### config.mk
export PLATFORM = sky130hd
export DESIGN_NAME = fr_framer
export DESIGN_NICKNAME = d
export VERILOG_FILES = /design/src/common/fr_pkg.sv /design/src/common/fr_lane_if.sv /design/src/design/fr_lane.sv /design/src/design/fr_framer.sv
export SDC_FILE = /design/constraint.sdc
export NUM_CORES = 1
export LEC_CHECK = 0
export BUFFER_PORTS_ARGS = -buffer_cell sky130_fd_sc_hd__buf_4
export CAP_MARGIN = 25
export CELL_PAD_IN_SITES_DETAIL_PLACEMENT = 1
export CELL_PAD_IN_SITES_GLOBAL_PLACEMENT = 2
export CORE_ASPECT_RATIO = 0.8
export CORE_MARGIN = 2
export CORE_UTILIZATION = 33
export DETAILED_ROUTE_END_ITERATION = 8
export PLACE_DENSITY_LB_ADDON = 0.05
export SKIP_LAST_GASP = 1
export SYNTH_ARGS = -nofsm -noshare
export SYNTH_HDL_FRONTEND = slang
export SYNTH_HIERARCHICAL = 1
export SYNTH_SLANG_ARGS = --single-unit
### constraint.sdc
create_clock -name clk_in -period 3.47 [get_ports clk_in]
set_clock_uncertainty 0.05 [all_clocks]
set_input_delay 0.694 -clock clk_in [delete_from_list [all_inputs] [get_ports clk_in]]
set_output_delay 0.694 -clock clk_in [all_outputs]
set_load 0.02 [all_outputs]
### src/common/fr_pkg.sv
// Constants, register map and state codes of the RF packet framer.
// Assumes a single 10 MHz clock domain and an 8-bit register port.
package fr_pkg;
  // Register offsets
  localparam logic [6:0] REG_CTRL_A = 7'h18;
  localparam logic [6:0] REG_LEAD = 7'h19;
  localparam logic [6:0] REG_CTRL_B = 7'h27;
  localparam logic [6:0] REG_STATUS = 7'h28;
  // Reset values
  localparam logic [7:0] CTRL_A_RST = 8'h00;
  localparam logic [7:0] CTRL_B_RST = 8'h00;
  localparam logic [7:0] LEAD_RST = 8'h55;
  // Field positions of frame_control_a
  localparam int A_ENGINE = 0;
  localparam int A_PREAMBLE = 1;
  localparam int A_FIXLEN = 2;
  localparam int A_ADDR = 3;
  localparam int A_CRC = 4;
  localparam int A_MULTI = 5;
  localparam int A_WHITE = 6;
  localparam int A_LSB = 7;
  // Field positions of frame_control_b
  localparam int B_UNPACK = 0;
  localparam int B_BIPHASE = 1;
  localparam int B_INVERT = 2;
  localparam int B_SYNC_LEN = 3;
  localparam int B_LEN_POS = 5;
  // Field positions of the status register
  localparam int ST_DONE = 0;
  localparam int ST_RESULT = 1;
  // Checksum and whitening
  localparam logic [15:0] CRC_POLY = 16'h1021;
  localparam logic [15:0] CRC_SEED = 16'hffff;
  localparam logic [8:0] PN9_SEED = 9'h1ff;
  // Receive result codes
  localparam logic [2:0] RES_OK = 3'h0;
  localparam logic [2:0] RES_CRC_ERR = 3'h1;
  // Modulation source selector
  localparam logic [3:0] DM_LAST_FRAMED = 4'h2;
  localparam logic [3:0] DM_FIXED1 = 4'h4;
  localparam logic [3:0] DM_GPIO0 = 4'h5;
  // Sequencer states, shared by both directions
  typedef enum logic [2:0] {
    ST_IDLE = 3'b000,
    ST_PRE = 3'b001,
    ST_SYNC = 3'b010,
    ST_HUNT = 3'b011,
    ST_HEAD = 3'b100,
    ST_BODY = 3'b101,
    ST_CRC = 3'b110
  } fr_st_e;
endpackage

### src/common/fr_lane_if.sv
// Signals between a framer direction and its whitening/checksum lane.
// Assumes both ends run on the same clock.
`timescale 1ns/1ps
`default_nettype none
interface fr_lane_if;
  logic init;
  logic step;
  logic crc_en;
  logic bit_plain;
  logic mask_bit;
  logic [15:0] crc;
  modport owner (output init, output step, output crc_en, output bit_plain,
                 input mask_bit, input crc);
  modport lane (input init, input step, input crc_en, input bit_plain,
                output mask_bit, output crc);
endinterface
`default_nettype wire

### src/design/fr_lane.sv
// PN9 whitening sequence and CRC16 over plain data bits.
// Assumes init and step are never needed in the same cycle; init wins.
`timescale 1ns/1ps
`default_nettype none
module fr_lane (
  // Clock and reset
  input wire logic clk_in,
  input wire logic reset_in,
  // Lane port
  fr_lane_if.lane lp
);
  logic [8:0] pn9_r;
  logic [15:0] crc_r;

  assign lp.mask_bit = pn9_r[0];
  assign lp.crc = crc_r;

  // x^9 + x^5 + 1, seeded with all ones per frame
  always_ff @(posedge clk_in) begin
    if (reset_in || lp.init) begin
      pn9_r <= fr_pkg::PN9_SEED;
    end else if (lp.step) begin
      pn9_r <= {pn9_r[0] ^ pn9_r[5], pn9_r[8:1]};
    end
  end

  always_ff @(posedge clk_in) begin
    if (reset_in || lp.init) begin
      crc_r <= fr_pkg::CRC_SEED;
    end else if (lp.step && lp.crc_en) begin
      crc_r <= {crc_r[14:0], 1'b0} ^ ((crc_r[15] ^ lp.bit_plain) ? fr_pkg::CRC_POLY : 16'h0000);
    end
  end
endmodule
`default_nettype wire

### src/design/fr_framer.sv
// RF packet framer: builds transmit frames and parses receive frames.
// Assumes synchronous inputs, FIFO on the byte side, chip stream on the radio side.
`timescale 1ns/1ps
`default_nettype none
module fr_framer (
  // Clock and reset
  input wire logic clk_in,
  input wire logic reset_in,
  // Register port
  input wire logic reg_wr_in,
  input wire logic reg_rd_in,
  input wire logic [6:0] reg_addr_in,
  input wire logic [7:0] reg_wdata_in,
  output logic [7:0] reg_rdata_out,
  // Frame settings
  input wire logic [1:0] lead_repeat_in,
  input wire logic [31:0] sync_word_in,
  input wire logic [7:0] fixed_len_in,
  input wire logic [7:0] len_adjust_in,
  input wire logic [7:0] address_in,
  input wire logic [3:0] direct_mod_in,
  input wire logic [3:0] gpio_in,
  // Radio mode requests
  input wire logic tx_start_in,
  input wire logic rx_start_in,
  // Transmit FIFO side
  input wire logic [7:0] tx_byte_in,
  input wire logic tx_byte_valid_in,
  output logic tx_byte_ready_out,
  // Transmit chip stream
  output logic tx_chip_out,
  output logic tx_chip_valid_out,
  input wire logic tx_chip_ready_in,
  // Receive chip stream
  input wire logic rx_chip_in,
  input wire logic rx_chip_valid_in,
  // Receive FIFO side
  output logic [7:0] rx_byte_out,
  output logic rx_byte_valid_out,
  // Status
  output logic tx_busy_out,
  output logic rx_done_out,
  output logic [2:0] rx_result_code_out
);
  logic [7:0] ctrl_a_r;
  logic [7:0] ctrl_b_r;
  logic [7:0] lead_r;
  logic [7:0] rdata_r;
  logic rx_done_r;
  logic [2:0] rx_result_r;
  logic eng_en, rx_en, pre_en, fix_en, addr_en, crc_en, multi_en, white_en, lsb_en;
  logic bip_en, inv_en;
  logic [1:0] sync_sel;
  logic [1:0] len_pos;
  logic [1:0] sync_last;
  logic [31:0] sync_mask;
  logic [31:0] sync_al;
  fr_pkg::fr_st_e fs_st;
  logic [8:0] fs_cnt;

  fr_lane_if tx_lane ();
  fr_lane_if rx_lane ();

  assign eng_en = ctrl_a_r[fr_pkg::A_ENGINE];
  assign rx_en = eng_en && ctrl_b_r[fr_pkg::B_UNPACK];
  assign pre_en = ctrl_a_r[fr_pkg::A_PREAMBLE];
  assign fix_en = ctrl_a_r[fr_pkg::A_FIXLEN];
  assign addr_en = ctrl_a_r[fr_pkg::A_ADDR];
  assign crc_en = ctrl_a_r[fr_pkg::A_CRC];
  assign multi_en = ctrl_a_r[fr_pkg::A_MULTI];
  assign white_en = ctrl_a_r[fr_pkg::A_WHITE];
  assign lsb_en = ctrl_a_r[fr_pkg::A_LSB];
  assign bip_en = ctrl_b_r[fr_pkg::B_BIPHASE];
  assign inv_en = ctrl_b_r[fr_pkg::B_INVERT];
  assign sync_sel = ctrl_b_r[fr_pkg::B_SYNC_LEN +: 2];
  assign len_pos = ctrl_b_r[fr_pkg::B_LEN_POS +: 2];

  // Sync length: 2 or 3 selects 24 or 32 bits, else 16
  assign sync_last = (sync_sel == 2'h3) ? 2'h3 : ((sync_sel == 2'h2) ? 2'h2 : 2'h1);
  assign sync_mask = (sync_sel == 2'h3) ? 32'hffffffff :
                     ((sync_sel == 2'h2) ? 32'hffffff00 : 32'hffff0000);
  assign sync_al = (sync_sel == 2'h3) ? sync_word_in :
                   ((sync_sel == 2'h2) ? {sync_word_in[23:0], 8'h00} : {sync_word_in[15:0], 16'h0000});

  function automatic logic [8:0] body_len(input logic [7:0] l);
    logic [9:0] s;
    s = {2'b00, l} + {{2{len_adjust_in[7]}}, len_adjust_in};
    return s[9] ? 9'h000 : s[8:0];
  endfunction

  function automatic fr_pkg::fr_st_e body_st(input logic [8:0] r);
    if (r != 9'h000) begin
      return fr_pkg::ST_BODY;
    end else if (crc_en) begin
      return fr_pkg::ST_CRC;
    end
    return fr_pkg::ST_IDLE;
  endfunction

  function automatic logic [8:0] body_cnt(input logic [8:0] r);
    return (r == 9'h000) ? 9'h001 : r;
  endfunction

  // Where each frame begins
  assign fs_st = fix_en ? body_st({1'b0, fixed_len_in}) : fr_pkg::ST_HEAD;
  assign fs_cnt = fix_en ? body_cnt({1'b0, fixed_len_in}) : {7'h00, len_pos};

  // Register writes
  always_ff @(posedge clk_in) begin
    if (reset_in) begin
      ctrl_a_r <= fr_pkg::CTRL_A_RST;
      ctrl_b_r <= fr_pkg::CTRL_B_RST;
      lead_r <= fr_pkg::LEAD_RST;
    end else if (reg_wr_in) begin
      case (reg_addr_in)
        fr_pkg::REG_CTRL_A: ctrl_a_r <= reg_wdata_in;
        fr_pkg::REG_CTRL_B: ctrl_b_r <= {1'b0, reg_wdata_in[6:0]};
        fr_pkg::REG_LEAD: lead_r <= reg_wdata_in;
        default: ;
      endcase
    end
  end

  // Register reads, one cycle after the strobe
  always_ff @(posedge clk_in) begin
    if (reset_in) begin
      rdata_r <= 8'h00;
    end else if (reg_rd_in) begin
      case (reg_addr_in)
        fr_pkg::REG_CTRL_A: rdata_r <= ctrl_a_r;
        fr_pkg::REG_CTRL_B: rdata_r <= ctrl_b_r;
        fr_pkg::REG_LEAD: rdata_r <= lead_r;
        fr_pkg::REG_STATUS: rdata_r <= {4'h0, rx_result_r, rx_done_r};
        default: rdata_r <= 8'h00;
      endcase
    end
  end
  assign reg_rdata_out = rdata_r;

  // ---------------- Transmit ----------------
  fr_pkg::fr_st_e tx_st_r;
  logic [7:0] tx_sh_r;
  logic [2:0] tx_bit_r;
  logic [8:0] tx_cnt_r;
  logic tx_have_r, tx_coded_r, tx_lsb_r, tx_iscrc_r, tx_half_r, tx_fstart_r, tx_first_r;
  logic tx_chip_r, tx_vld_r, dir_q_r;
  logic direct, dir_gpio, dir_src;
  logic [3:0] gpio_idx;
  logic tx_free, tx_emit, tx_plain, tx_coded, tx_split, tx_wbit, tx_white_use, tx_bit_done;
  logic tx_need, tx_fifo_src, tx_load, tx_new_coded, tx_new_lsb, tx_new_crc;
  logic [7:0] tx_new;

  assign direct = direct_mod_in > fr_pkg::DM_LAST_FRAMED;
  assign dir_gpio = direct_mod_in >= fr_pkg::DM_GPIO0;
  assign gpio_idx = direct_mod_in - fr_pkg::DM_GPIO0;
  assign dir_src = dir_gpio ? gpio_in[gpio_idx[1:0]] : (direct_mod_in == fr_pkg::DM_FIXED1);

  assign tx_free = !tx_vld_r || tx_chip_ready_in;
  assign tx_emit = (direct || tx_have_r) && tx_free;
  assign tx_plain = direct ? dir_src : (tx_lsb_r ? tx_sh_r[0] : tx_sh_r[7]);
  assign tx_coded = direct || tx_coded_r;
  // Fixed source with both codings on keeps biphase only
  assign tx_white_use = white_en && !(direct && !dir_gpio && bip_en);
  assign tx_wbit = tx_plain ^ (tx_coded && tx_white_use && tx_lane.mask_bit);
  assign tx_split = tx_coded && bip_en;
  assign tx_bit_done = tx_emit && (!tx_split || tx_half_r);

  assign tx_lane.init = (tx_load && tx_fstart_r) || (direct && !dir_q_r);
  assign tx_lane.step = tx_bit_done && tx_coded;
  assign tx_lane.crc_en = !tx_iscrc_r && !direct;
  assign tx_lane.bit_plain = tx_plain;

  assign tx_need = !tx_have_r && !direct && eng_en && (tx_st_r != fr_pkg::ST_IDLE);
  assign tx_load = tx_need && (!tx_fifo_src || tx_byte_valid_in);
  assign tx_byte_ready_out = tx_need && tx_fifo_src;

  // Next byte to shift out
  always_comb begin
    tx_fifo_src = 1'b0;
    tx_new = 8'h00;
    tx_new_coded = 1'b1;
    tx_new_lsb = lsb_en;
    tx_new_crc = 1'b0;
    case (tx_st_r)
      fr_pkg::ST_PRE: begin
        tx_new = lead_r;
        tx_new_coded = 1'b0;
        tx_new_lsb = 1'b1;
      end
      fr_pkg::ST_SYNC: begin
        tx_new = sync_word_in[{tx_cnt_r[1:0], 3'b000} +: 8];
        tx_new_coded = 1'b0;
        tx_new_lsb = 1'b1;
      end
      fr_pkg::ST_BODY: begin
        tx_fifo_src = !(tx_first_r && addr_en);
        tx_new = tx_fifo_src ? tx_byte_in : address_in;
      end
      fr_pkg::ST_CRC: begin
        tx_new = tx_cnt_r[0] ? tx_lane.crc[15:8] : tx_lane.crc[7:0];
        tx_new_crc = 1'b1;
      end
      fr_pkg::ST_HEAD: begin
        tx_fifo_src = 1'b1;
        tx_new = tx_byte_in;
      end
      default: ;
    endcase
  end

  // Transmit sequencer, advances once per loaded byte
  always_ff @(posedge clk_in) begin
    if (reset_in || !eng_en || direct) begin
      tx_st_r <= fr_pkg::ST_IDLE;
      tx_cnt_r <= 9'h000;
      tx_fstart_r <= 1'b0;
      tx_first_r <= 1'b0;
    end else if (tx_st_r == fr_pkg::ST_IDLE) begin
      if (tx_start_in) begin
        tx_fstart_r <= 1'b1;
        tx_first_r <= 1'b1;
        tx_st_r <= pre_en ? fr_pkg::ST_PRE : fs_st;
        tx_cnt_r <= pre_en ? {7'h00, lead_repeat_in} : fs_cnt;
      end
    end else if (tx_load) begin
      tx_fstart_r <= 1'b0;
      case (tx_st_r)
        fr_pkg::ST_PRE: begin
          tx_st_r <= (tx_cnt_r == 9'h000) ? fr_pkg::ST_SYNC : fr_pkg::ST_PRE;
          tx_cnt_r <= (tx_cnt_r == 9'h000) ? 9'h000 : tx_cnt_r - 9'h001;
        end
        fr_pkg::ST_SYNC: begin
          if (tx_cnt_r[1:0] == sync_last) begin
            tx_st_r <= fs_st;
            tx_cnt_r <= fs_cnt;
            tx_fstart_r <= 1'b1;
          end else begin
            tx_cnt_r <= tx_cnt_r + 9'h001;
          end
        end
        fr_pkg::ST_HEAD: begin
          if (tx_cnt_r == 9'h000) begin
            tx_st_r <= body_st(body_len(tx_byte_in));
            tx_cnt_r <= body_cnt(body_len(tx_byte_in));
          end else begin
            tx_cnt_r <= tx_cnt_r - 9'h001;
          end
        end
        fr_pkg::ST_BODY: begin
          tx_first_r <= 1'b0;
          if (tx_cnt_r != 9'h001) begin
            tx_cnt_r <= tx_cnt_r - 9'h001;
          end else if (crc_en) begin
            tx_st_r <= fr_pkg::ST_CRC;
          end else begin
            tx_st_r <= multi_en ? fs_st : fr_pkg::ST_IDLE;
            tx_cnt_r <= fs_cnt;
            tx_fstart_r <= multi_en;
            tx_first_r <= 1'b1;
          end
        end
        fr_pkg::ST_CRC: begin
          if (tx_cnt_r != 9'h000) begin
            tx_cnt_r <= 9'h000;
          end else begin
            tx_st_r <= multi_en ? fs_st : fr_pkg::ST_IDLE;
            tx_cnt_r <= fs_cnt;
            tx_fstart_r <= multi_en;
            tx_first_r <= 1'b1;
          end
        end
        default: tx_st_r <= fr_pkg::ST_IDLE;
      endcase
    end
  end

  // Bit shifter and biphase phase
  always_ff @(posedge clk_in) begin
    if (reset_in || (!eng_en && !direct) || (direct && !dir_q_r)) begin
      tx_have_r <= 1'b0;
      tx_sh_r <= 8'h00;
      tx_bit_r <= 3'h0;
      tx_half_r <= 1'b0;
      tx_coded_r <= 1'b0;
      tx_lsb_r <= 1'b0;
      tx_iscrc_r <= 1'b0;
    end else if (tx_load) begin
      tx_have_r <= 1'b1;
      tx_sh_r <= tx_new;
      tx_bit_r <= 3'h0;
      tx_half_r <= 1'b0;
      tx_coded_r <= tx_new_coded;
      tx_lsb_r <= tx_new_lsb;
      tx_iscrc_r <= tx_new_crc;
    end else if (tx_emit) begin
      if (tx_split && !tx_half_r) begin
        tx_half_r <= 1'b1;
      end else begin
        tx_half_r <= 1'b0;
        if (!direct) begin
          tx_sh_r <= tx_lsb_r ? {1'b0, tx_sh_r[7:1]} : {tx_sh_r[6:0], 1'b0};
          tx_bit_r <= tx_bit_r + 3'h1;
          tx_have_r <= (tx_bit_r != 3'h7);
        end
      end
    end
  end

  // Chip output register
  always_ff @(posedge clk_in) begin
    if (reset_in) begin
      tx_vld_r <= 1'b0;
      tx_chip_r <= 1'b0;
      dir_q_r <= 1'b0;
    end else begin
      dir_q_r <= direct;
      if (tx_free) begin
        tx_vld_r <= tx_emit;
        if (tx_emit) begin
          tx_chip_r <= tx_split ? (tx_wbit ^ inv_en ^ tx_half_r) : tx_wbit;
        end
      end
    end
  end
  assign tx_chip_out = tx_chip_r;
  assign tx_chip_valid_out = tx_vld_r;
  assign tx_busy_out = (tx_st_r != fr_pkg::ST_IDLE) || tx_have_r || tx_vld_r;

  // ---------------- Receive ----------------
  fr_pkg::fr_st_e rx_st_r;
  logic [7:0] rx_sh_r;
  logic [2:0] rx_bit_r;
  logic [8:0] rx_cnt_r;
  logic [31:0] rx_hunt_r;
  logic [31:0] rx_hunt_nxt;
  logic [7:0] rx_crc_hi_r;
  logic [7:0] rx_out_r;
  logic rx_out_vld_r, rx_half_r, rx_chip0_r;
  logic rx_coded_st, rx_take, rx_bit_done, rx_w, rx_plain, rx_byte_done, rx_hit, rx_eof, rx_go;
  logic [7:0] rx_nb;

  assign rx_coded_st = (rx_st_r == fr_pkg::ST_HEAD) || (rx_st_r == fr_pkg::ST_BODY) ||
                       (rx_st_r == fr_pkg::ST_CRC);
  assign rx_take = rx_chip_valid_in && rx_coded_st;
  assign rx_bit_done = rx_take && (!bip_en || rx_half_r);
  assign rx_w = bip_en ? (rx_chip0_r ^ inv_en) : rx_chip_in;
  assign rx_plain = rx_w ^ (white_en && rx_lane.mask_bit);
  assign rx_nb = lsb_en ? {rx_plain, rx_sh_r[7:1]} : {rx_sh_r[6:0], rx_plain};
  assign rx_byte_done = rx_bit_done && (rx_bit_r == 3'h7);
  assign rx_hunt_nxt = {rx_chip_in, rx_hunt_r[31:1]};
  assign rx_hit = (rx_st_r == fr_pkg::ST_HUNT) && rx_chip_valid_in &&
                  ((rx_hunt_nxt & sync_mask) == (sync_al & sync_mask));
  assign rx_eof = rx_byte_done && (((rx_st_r == fr_pkg::ST_CRC) && (rx_cnt_r == 9'h000)) ||
                  ((rx_st_r == fr_pkg::ST_BODY) && (rx_cnt_r == 9'h001) && !crc_en));
  assign rx_go = rx_hit || (rx_eof && multi_en);

  assign rx_lane.init = rx_go;
  assign rx_lane.step = rx_bit_done;
  assign rx_lane.crc_en = rx_st_r != fr_pkg::ST_CRC;
  assign rx_lane.bit_plain = rx_plain;

  // Receive sequencer, advances once per completed byte
  always_ff @(posedge clk_in) begin
    if (reset_in || !rx_en) begin
      rx_st_r <= fr_pkg::ST_IDLE;
      rx_cnt_r <= 9'h000;
      rx_crc_hi_r <= 8'h00;
    end else if (rx_go) begin
      rx_st_r <= fs_st;
      rx_cnt_r <= fs_cnt;
    end else if (rx_eof) begin
      rx_st_r <= fr_pkg::ST_IDLE;
    end else begin
      case (rx_st_r)
        fr_pkg::ST_IDLE: rx_st_r <= rx_start_in ? fr_pkg::ST_HUNT : fr_pkg::ST_IDLE;
        fr_pkg::ST_HEAD: begin
          if (rx_byte_done && (rx_cnt_r == 9'h000)) begin
            rx_st_r <= body_st(body_len(rx_nb));
            rx_cnt_r <= body_cnt(body_len(rx_nb));
          end else if (rx_byte_done) begin
            rx_cnt_r <= rx_cnt_r - 9'h001;
          end
        end
        fr_pkg::ST_BODY: begin
          if (rx_byte_done && (rx_cnt_r == 9'h001)) begin
            rx_st_r <= fr_pkg::ST_CRC;
          end else if (rx_byte_done) begin
            rx_cnt_r <= rx_cnt_r - 9'h001;
          end
        end
        fr_pkg::ST_CRC: begin
          if (rx_byte_done) begin
            rx_crc_hi_r <= rx_nb;
            rx_cnt_r <= 9'h000;
          end
        end
        default: ;
      endcase
    end
  end

  // Chip pairing, byte assembly and sync hunting
  always_ff @(posedge clk_in) begin
    if (reset_in || rx_go || (rx_st_r == fr_pkg::ST_IDLE)) begin
      rx_half_r <= 1'b0;
      rx_chip0_r <= 1'b0;
      rx_sh_r <= 8'h00;
      rx_bit_r <= 3'h0;
      rx_hunt_r <= 32'h00000000;
    end else begin
      if ((rx_st_r == fr_pkg::ST_HUNT) && rx_chip_valid_in) begin
        rx_hunt_r <= rx_hunt_nxt;
      end
      if (rx_take) begin
        rx_half_r <= bip_en && !rx_half_r;
        rx_chip0_r <= rx_chip_in;
      end
      if (rx_bit_done) begin
        rx_sh_r <= rx_nb;
        rx_bit_r <= rx_bit_r + 3'h1;
      end
    end
  end

  // Received bytes toward the FIFO; checksum bytes stay here
  always_ff @(posedge clk_in) begin
    if (reset_in) begin
      rx_out_r <= 8'h00;
      rx_out_vld_r <= 1'b0;
    end else begin
      rx_out_vld_r <= rx_byte_done && (rx_st_r != fr_pkg::ST_CRC);
      if (rx_byte_done) begin
        rx_out_r <= rx_nb;
      end
    end
  end
  assign rx_byte_out = rx_out_r;
  assign rx_byte_valid_out = rx_out_vld_r;

  // Done flag: a new frame end wins over a software clear
  always_ff @(posedge clk_in) begin
    if (reset_in) begin
      rx_done_r <= 1'b0;
      rx_result_r <= fr_pkg::RES_OK;
    end else if (rx_eof) begin
      rx_done_r <= 1'b1;
      rx_result_r <= ((rx_st_r == fr_pkg::ST_CRC) && ({rx_crc_hi_r, rx_nb} != rx_lane.crc)) ?
                     fr_pkg::RES_CRC_ERR : fr_pkg::RES_OK;
    end else if (reg_wr_in && (reg_addr_in == fr_pkg::REG_STATUS) && reg_wdata_in[fr_pkg::ST_DONE]) begin
      rx_done_r <= 1'b0;
    end
  end
  assign rx_done_out = rx_done_r;
  assign rx_result_code_out = rx_result_r;

  fr_lane u_tx_lane (
    .clk_in(clk_in),
    .reset_in(reset_in),
    .lp(tx_lane.lane)
  );

  fr_lane u_rx_lane (
    .clk_in(clk_in),
    .reset_in(reset_in),
    .lp(rx_lane.lane)
  );
endmodule
`default_nettype wire

==> results.sh <==
export IMPL_setup_viol=1
export IMPL_synth_area_mux_share=0.0950
export IMPL_crit_chain="xnor2_2 > a21oi_2 > xnor2_2 > mux2_4 > ha_4 > fa_2 > a211o_1 > nand4_1 > o311ai_4 > nor4b_2 > o211ai_1 > o31ai_1 > a21oi_1 > o221a_1"
export IMPL_crit_required_ps=3790
export IMPL_clock_fmax_mhz=288
export IMPL_grt_busiest_layer="met2"
export IMPL_rsz0062_at_grt="true"
export IMPL_post_synth_top_count_cell="nand2_1"
export IMPL_clkSinkCount=189
export IMPL_arrival_ps=3790
export IMPL_placed_cells=2065
export IMPL_cts_path_max_buffers=2
export IMPL_synth_distinct_cells=85
export IMPL_synth_largest_area_cell="dfxtp_1"
export IMPL_synthSimpleGateAreaFrac=0.209
export IMPL_routed_wl_mm=47.2
export IMPL_area_growth_synth_to_final_pct=21.3
export IMPL_finalInstanceArea_sq_mm=0.0147
export IMPL_fin_nets=1740
export IMPL_synthDominantCellAreaShare=0.313
export IMPL_cp_start_kind="flip-flop"
export IMPL_endpoint="rx_st_r[2]"
export IMPL_ys_seq_elements=189
export IMPL_die_w_microns=218
export IMPL_via_per_inst=5.61
export IMPL_postSynthAreaPerCell_sq_um=8.21
export IMPL_start_util=0.336
export IMPL_rows=62
export IMPL_drtIter0Drc=780
export IMPL_period_share=1.00
export IMPL_worstSetupPathType="flip-flop to flip-flop"
export IMPL_fin_cells=2102
export IMPL_cts_buffers=17
export IMPL_timing_rr_start="rx_chip0_r"
export IMPL_hold_ws_ps=404
export IMPL_io_pins=124
export IMPL_synth_top_family_by_area="compound AO/OA/AOI/OAI gates"
export IMPL_grt_overflow=0
export IMPL_violations="setup timing"
export IMPL_grt_pass1_vias=11700
export IMPL_synthXorXnorAreaFrac=0.0690
export IMPL_antenna_found_initial=0
export IMPL_ant_nets=0
export IMPL_synth_edff_count=0
export IMPL_first_pass_iters=5
export IMPL_placed_cell_area_sq_mm=0.0139
export IMPL_end_kind="flip-flop"
export IMPL_r2r_slack_ps=-1
export IMPL_rr_worst_depth=14
export IMPL_reg2reg_to="rx_st_r[2]"
export IMPL_vias=11800
export IMPL_status="finished, violations left"
export IMPL_leakagePower_nw=5.42
export IMPL_cp_depth=14
export IMPL_relSlewSlack=0.326
export IMPL_grt_use_met3=0.0406
export IMPL_min_path_type="flip-flop to flip-flop"
export IMPL_async_flop_share=0
export IMPL_clk_latency_ps=480
export IMPL_synth_compound_area_share=0.229
export IMPL_synth_warnings=6
export IMPL_cp_common_cell="xnor2_2"
export IMPL_place_hpwl_mm=36.7
export IMPL_grt_use_total=0.247
export IMPL_post_drt_wl_per_cell_microns=22.5
export IMPL_grtUsageMet1=0.369
export IMPL_synth_main_ff_cell="dfxtp_1"
export IMPL_synthCells=1472
export IMPL_hold_buffers=0
export IMPL_crit_start="rx_chip0_r"
export IMPL_layout_drive_gt1_share=0.197
export IMPL_power_mw=4.96
export IMPL_grt_max_degree=45
export IMPL_pwr_density_cell_mw_per_mm2=338
export IMPL_grt_pass1_wl_mm=72.0
export IMPL_path_buf_inv=0
export IMPL_drcViolationCount=0
export IMPL_cts_tree="done"
export IMPL_use_met2=0.371
export IMPL_cts_htree_levels=4
export IMPL_die_h_microns=175
export IMPL_cts_root_buf="clkbuf_16"
export IMPL_yosys_top_cells_count="191 x nand2_1, 189 x dfxtp_1, 121 x a21oi_1"
export IMPL_fin_ws_ps=-1.31
export IMPL_synthesis_area_sq_mm=0.0121
export IMPL_yosysSeqAreaShare=0.313
export IMPL_synth_fa_ha_area_frac=0.0354
export IMPL_gp_congestion=0.899
export IMPL_worstPathMaxFanout=4
export IMPL_path_delay_family="compound AO/OA/AOI/OAI gates"
export IMPL_max_stage_delay_ps=360
export IMPL_peakVddDrop_mv=0.306
export IMPL_core_sq_mm=0.0360
export IMPL_worst_pin_slew_ps=1000
export IMPL_synthTopCellsByArea="dfxtp_1 31%, mux2i_1 6.7%, nand2_1 5.9%"
export IMPL_dieArea_sq_mm=0.0382
export IMPL_maxCapViolations=0
export IMPL_period_minus_slack_ps=3470
export IMPL_cp_slowest_cell="fa_2"
export IMPL_finalMaxSlewViolations=0
export IMPL_hold_viol=0
export IMPL_cts_clk_slew_worst_paths_ps=80
export IMPL_port_buffers=121
[where the power goes]
part           switching, mW  internal, mW
Sequential            0.0111          2.18
Combinational          0.325         0.257
Clock                   1.02          1.17
Total                   1.36          3.61
[repair_timing]
| action | CTS | global route |
|---|---|---|
| endpoints found under the setup margin | 4 | 22 |
| resized for setup | 3 | 21 |
| pin swaps | 3 | 20 |
| setup buffers | 0 | 4 |
[area by class of cell]
cell class / instances / area [sq um]
Antenna cell: 1 / 2.50
Clock buffer: 19 / 433
Clock inverter: 13 / 191
Fill cell: 4338 / 21300
Inverter: 44 / 165
Multi-Input combinational cell: 1146 / 7890
Sequential cell: 189 / 3790
Tap cell: 480 / 601
Timing Repair Buffer: 210 / 1600
[kinds of logic (layout without fill, tap and decap cells)]
family,after synthesis,in the layout
compound gates,396,396
xor+xnor,89,89
fa+ha+maj,33,33
buf+inv,138,286
flops,189,189
mux,102,102
other cells,1,3
simple gates,524,524
[metal layers]
layer | part of all wire | up-vias
met3 | 0.046 | 54
met4 | 0.015 | 0
li1 | - | 5641
met2 | 0.43 | 231
met5 | 0 | -
met1 | 0.51 | 5868
[layout by cell type (no fill, tap or decap), types with 6 or more instances in the layout]
master,synthesis,final
buf_4,9,208
nand2_1,191,190
dfxtp_1,189,186
a21oi_1,121,118
nor2_1,111,108
mux2i_1,81,78
o21ai_0,56,54
xnor2_1,52,50
inv_1,43,43
a211oi_1,39,37
and3_1,35,35
xor2_1,33,33
nor3_1,33,32
nand3_1,30,30
a2111o_1,27,27
ha_1,31,27
nand2b_1,18,18
a221oi_1,17,17
or3_1,17,17
clkbuf_16,0,17
o211ai_1,16,16
nor2b_1,13,13
nand4_1,12,12
o21ai_1,10,12
and2_1,11,11
nor4_1,11,11
mux2_2,12,11
o22ai_1,10,10
a22oi_1,11,9
mux4_2,9,9
a31oi_1,9,9
a21o_1,9,9
nand3b_1,8,8
nor3b_1,8,7
a21bo_2,7,7
o31ai_1,6,6
a311oi_1,6,6
[state kept, by name, indices dropped and copies added (netlist names), 9 cells and up]
register	cells
u_tx_lane/pn9_r	9
tx_cnt_r	9
rx_cnt_r	9
u_tx_lane/lp.crc	16
rx_hunt_r	31
u_rx_lane/lp.crc	16
u_rx_lane/pn9_r	9
[worst min-delay path by stage]
stage	start	endpoint	slack (ps)	cells after the start
global route	reg_wdata_in[1]	ctrl_a_r[1]	400	3
global placement	tx_first_r	tx_first_r	380	2
detailed placement	tx_first_r	tx_first_r	390	2
floorplan	tx_first_r	tx_first_r	370	2
finish	tx_first_r	tx_first_r	400	2
CTS	reg_wdata_in[6]	lead_r[6]	380	3
[tightest hold or removal path, delay by kind of cell (launching register included)]
kind,cells,cell delay (ps)
DFF,1,320
buffers and inverters,1,50
AOI/OAI and AO/OA,1,50
[stage by stage]
step | utilization | TNS (ps) | worst slack [ps]
2_1_floorplan | - | -138 | -91.1
4_1_cts | 0.404 | 0 | 8.14
6_report | 0.408 | -1.31 | -1.31
3_3_place_gp | 0.386 | -1410 | -380
3_5_place_dp | 0.386 | -2120 | -443
5_1_grt | 0.408 | -378 | -104
Note: power is estimated with default switching activity, not from simulation.
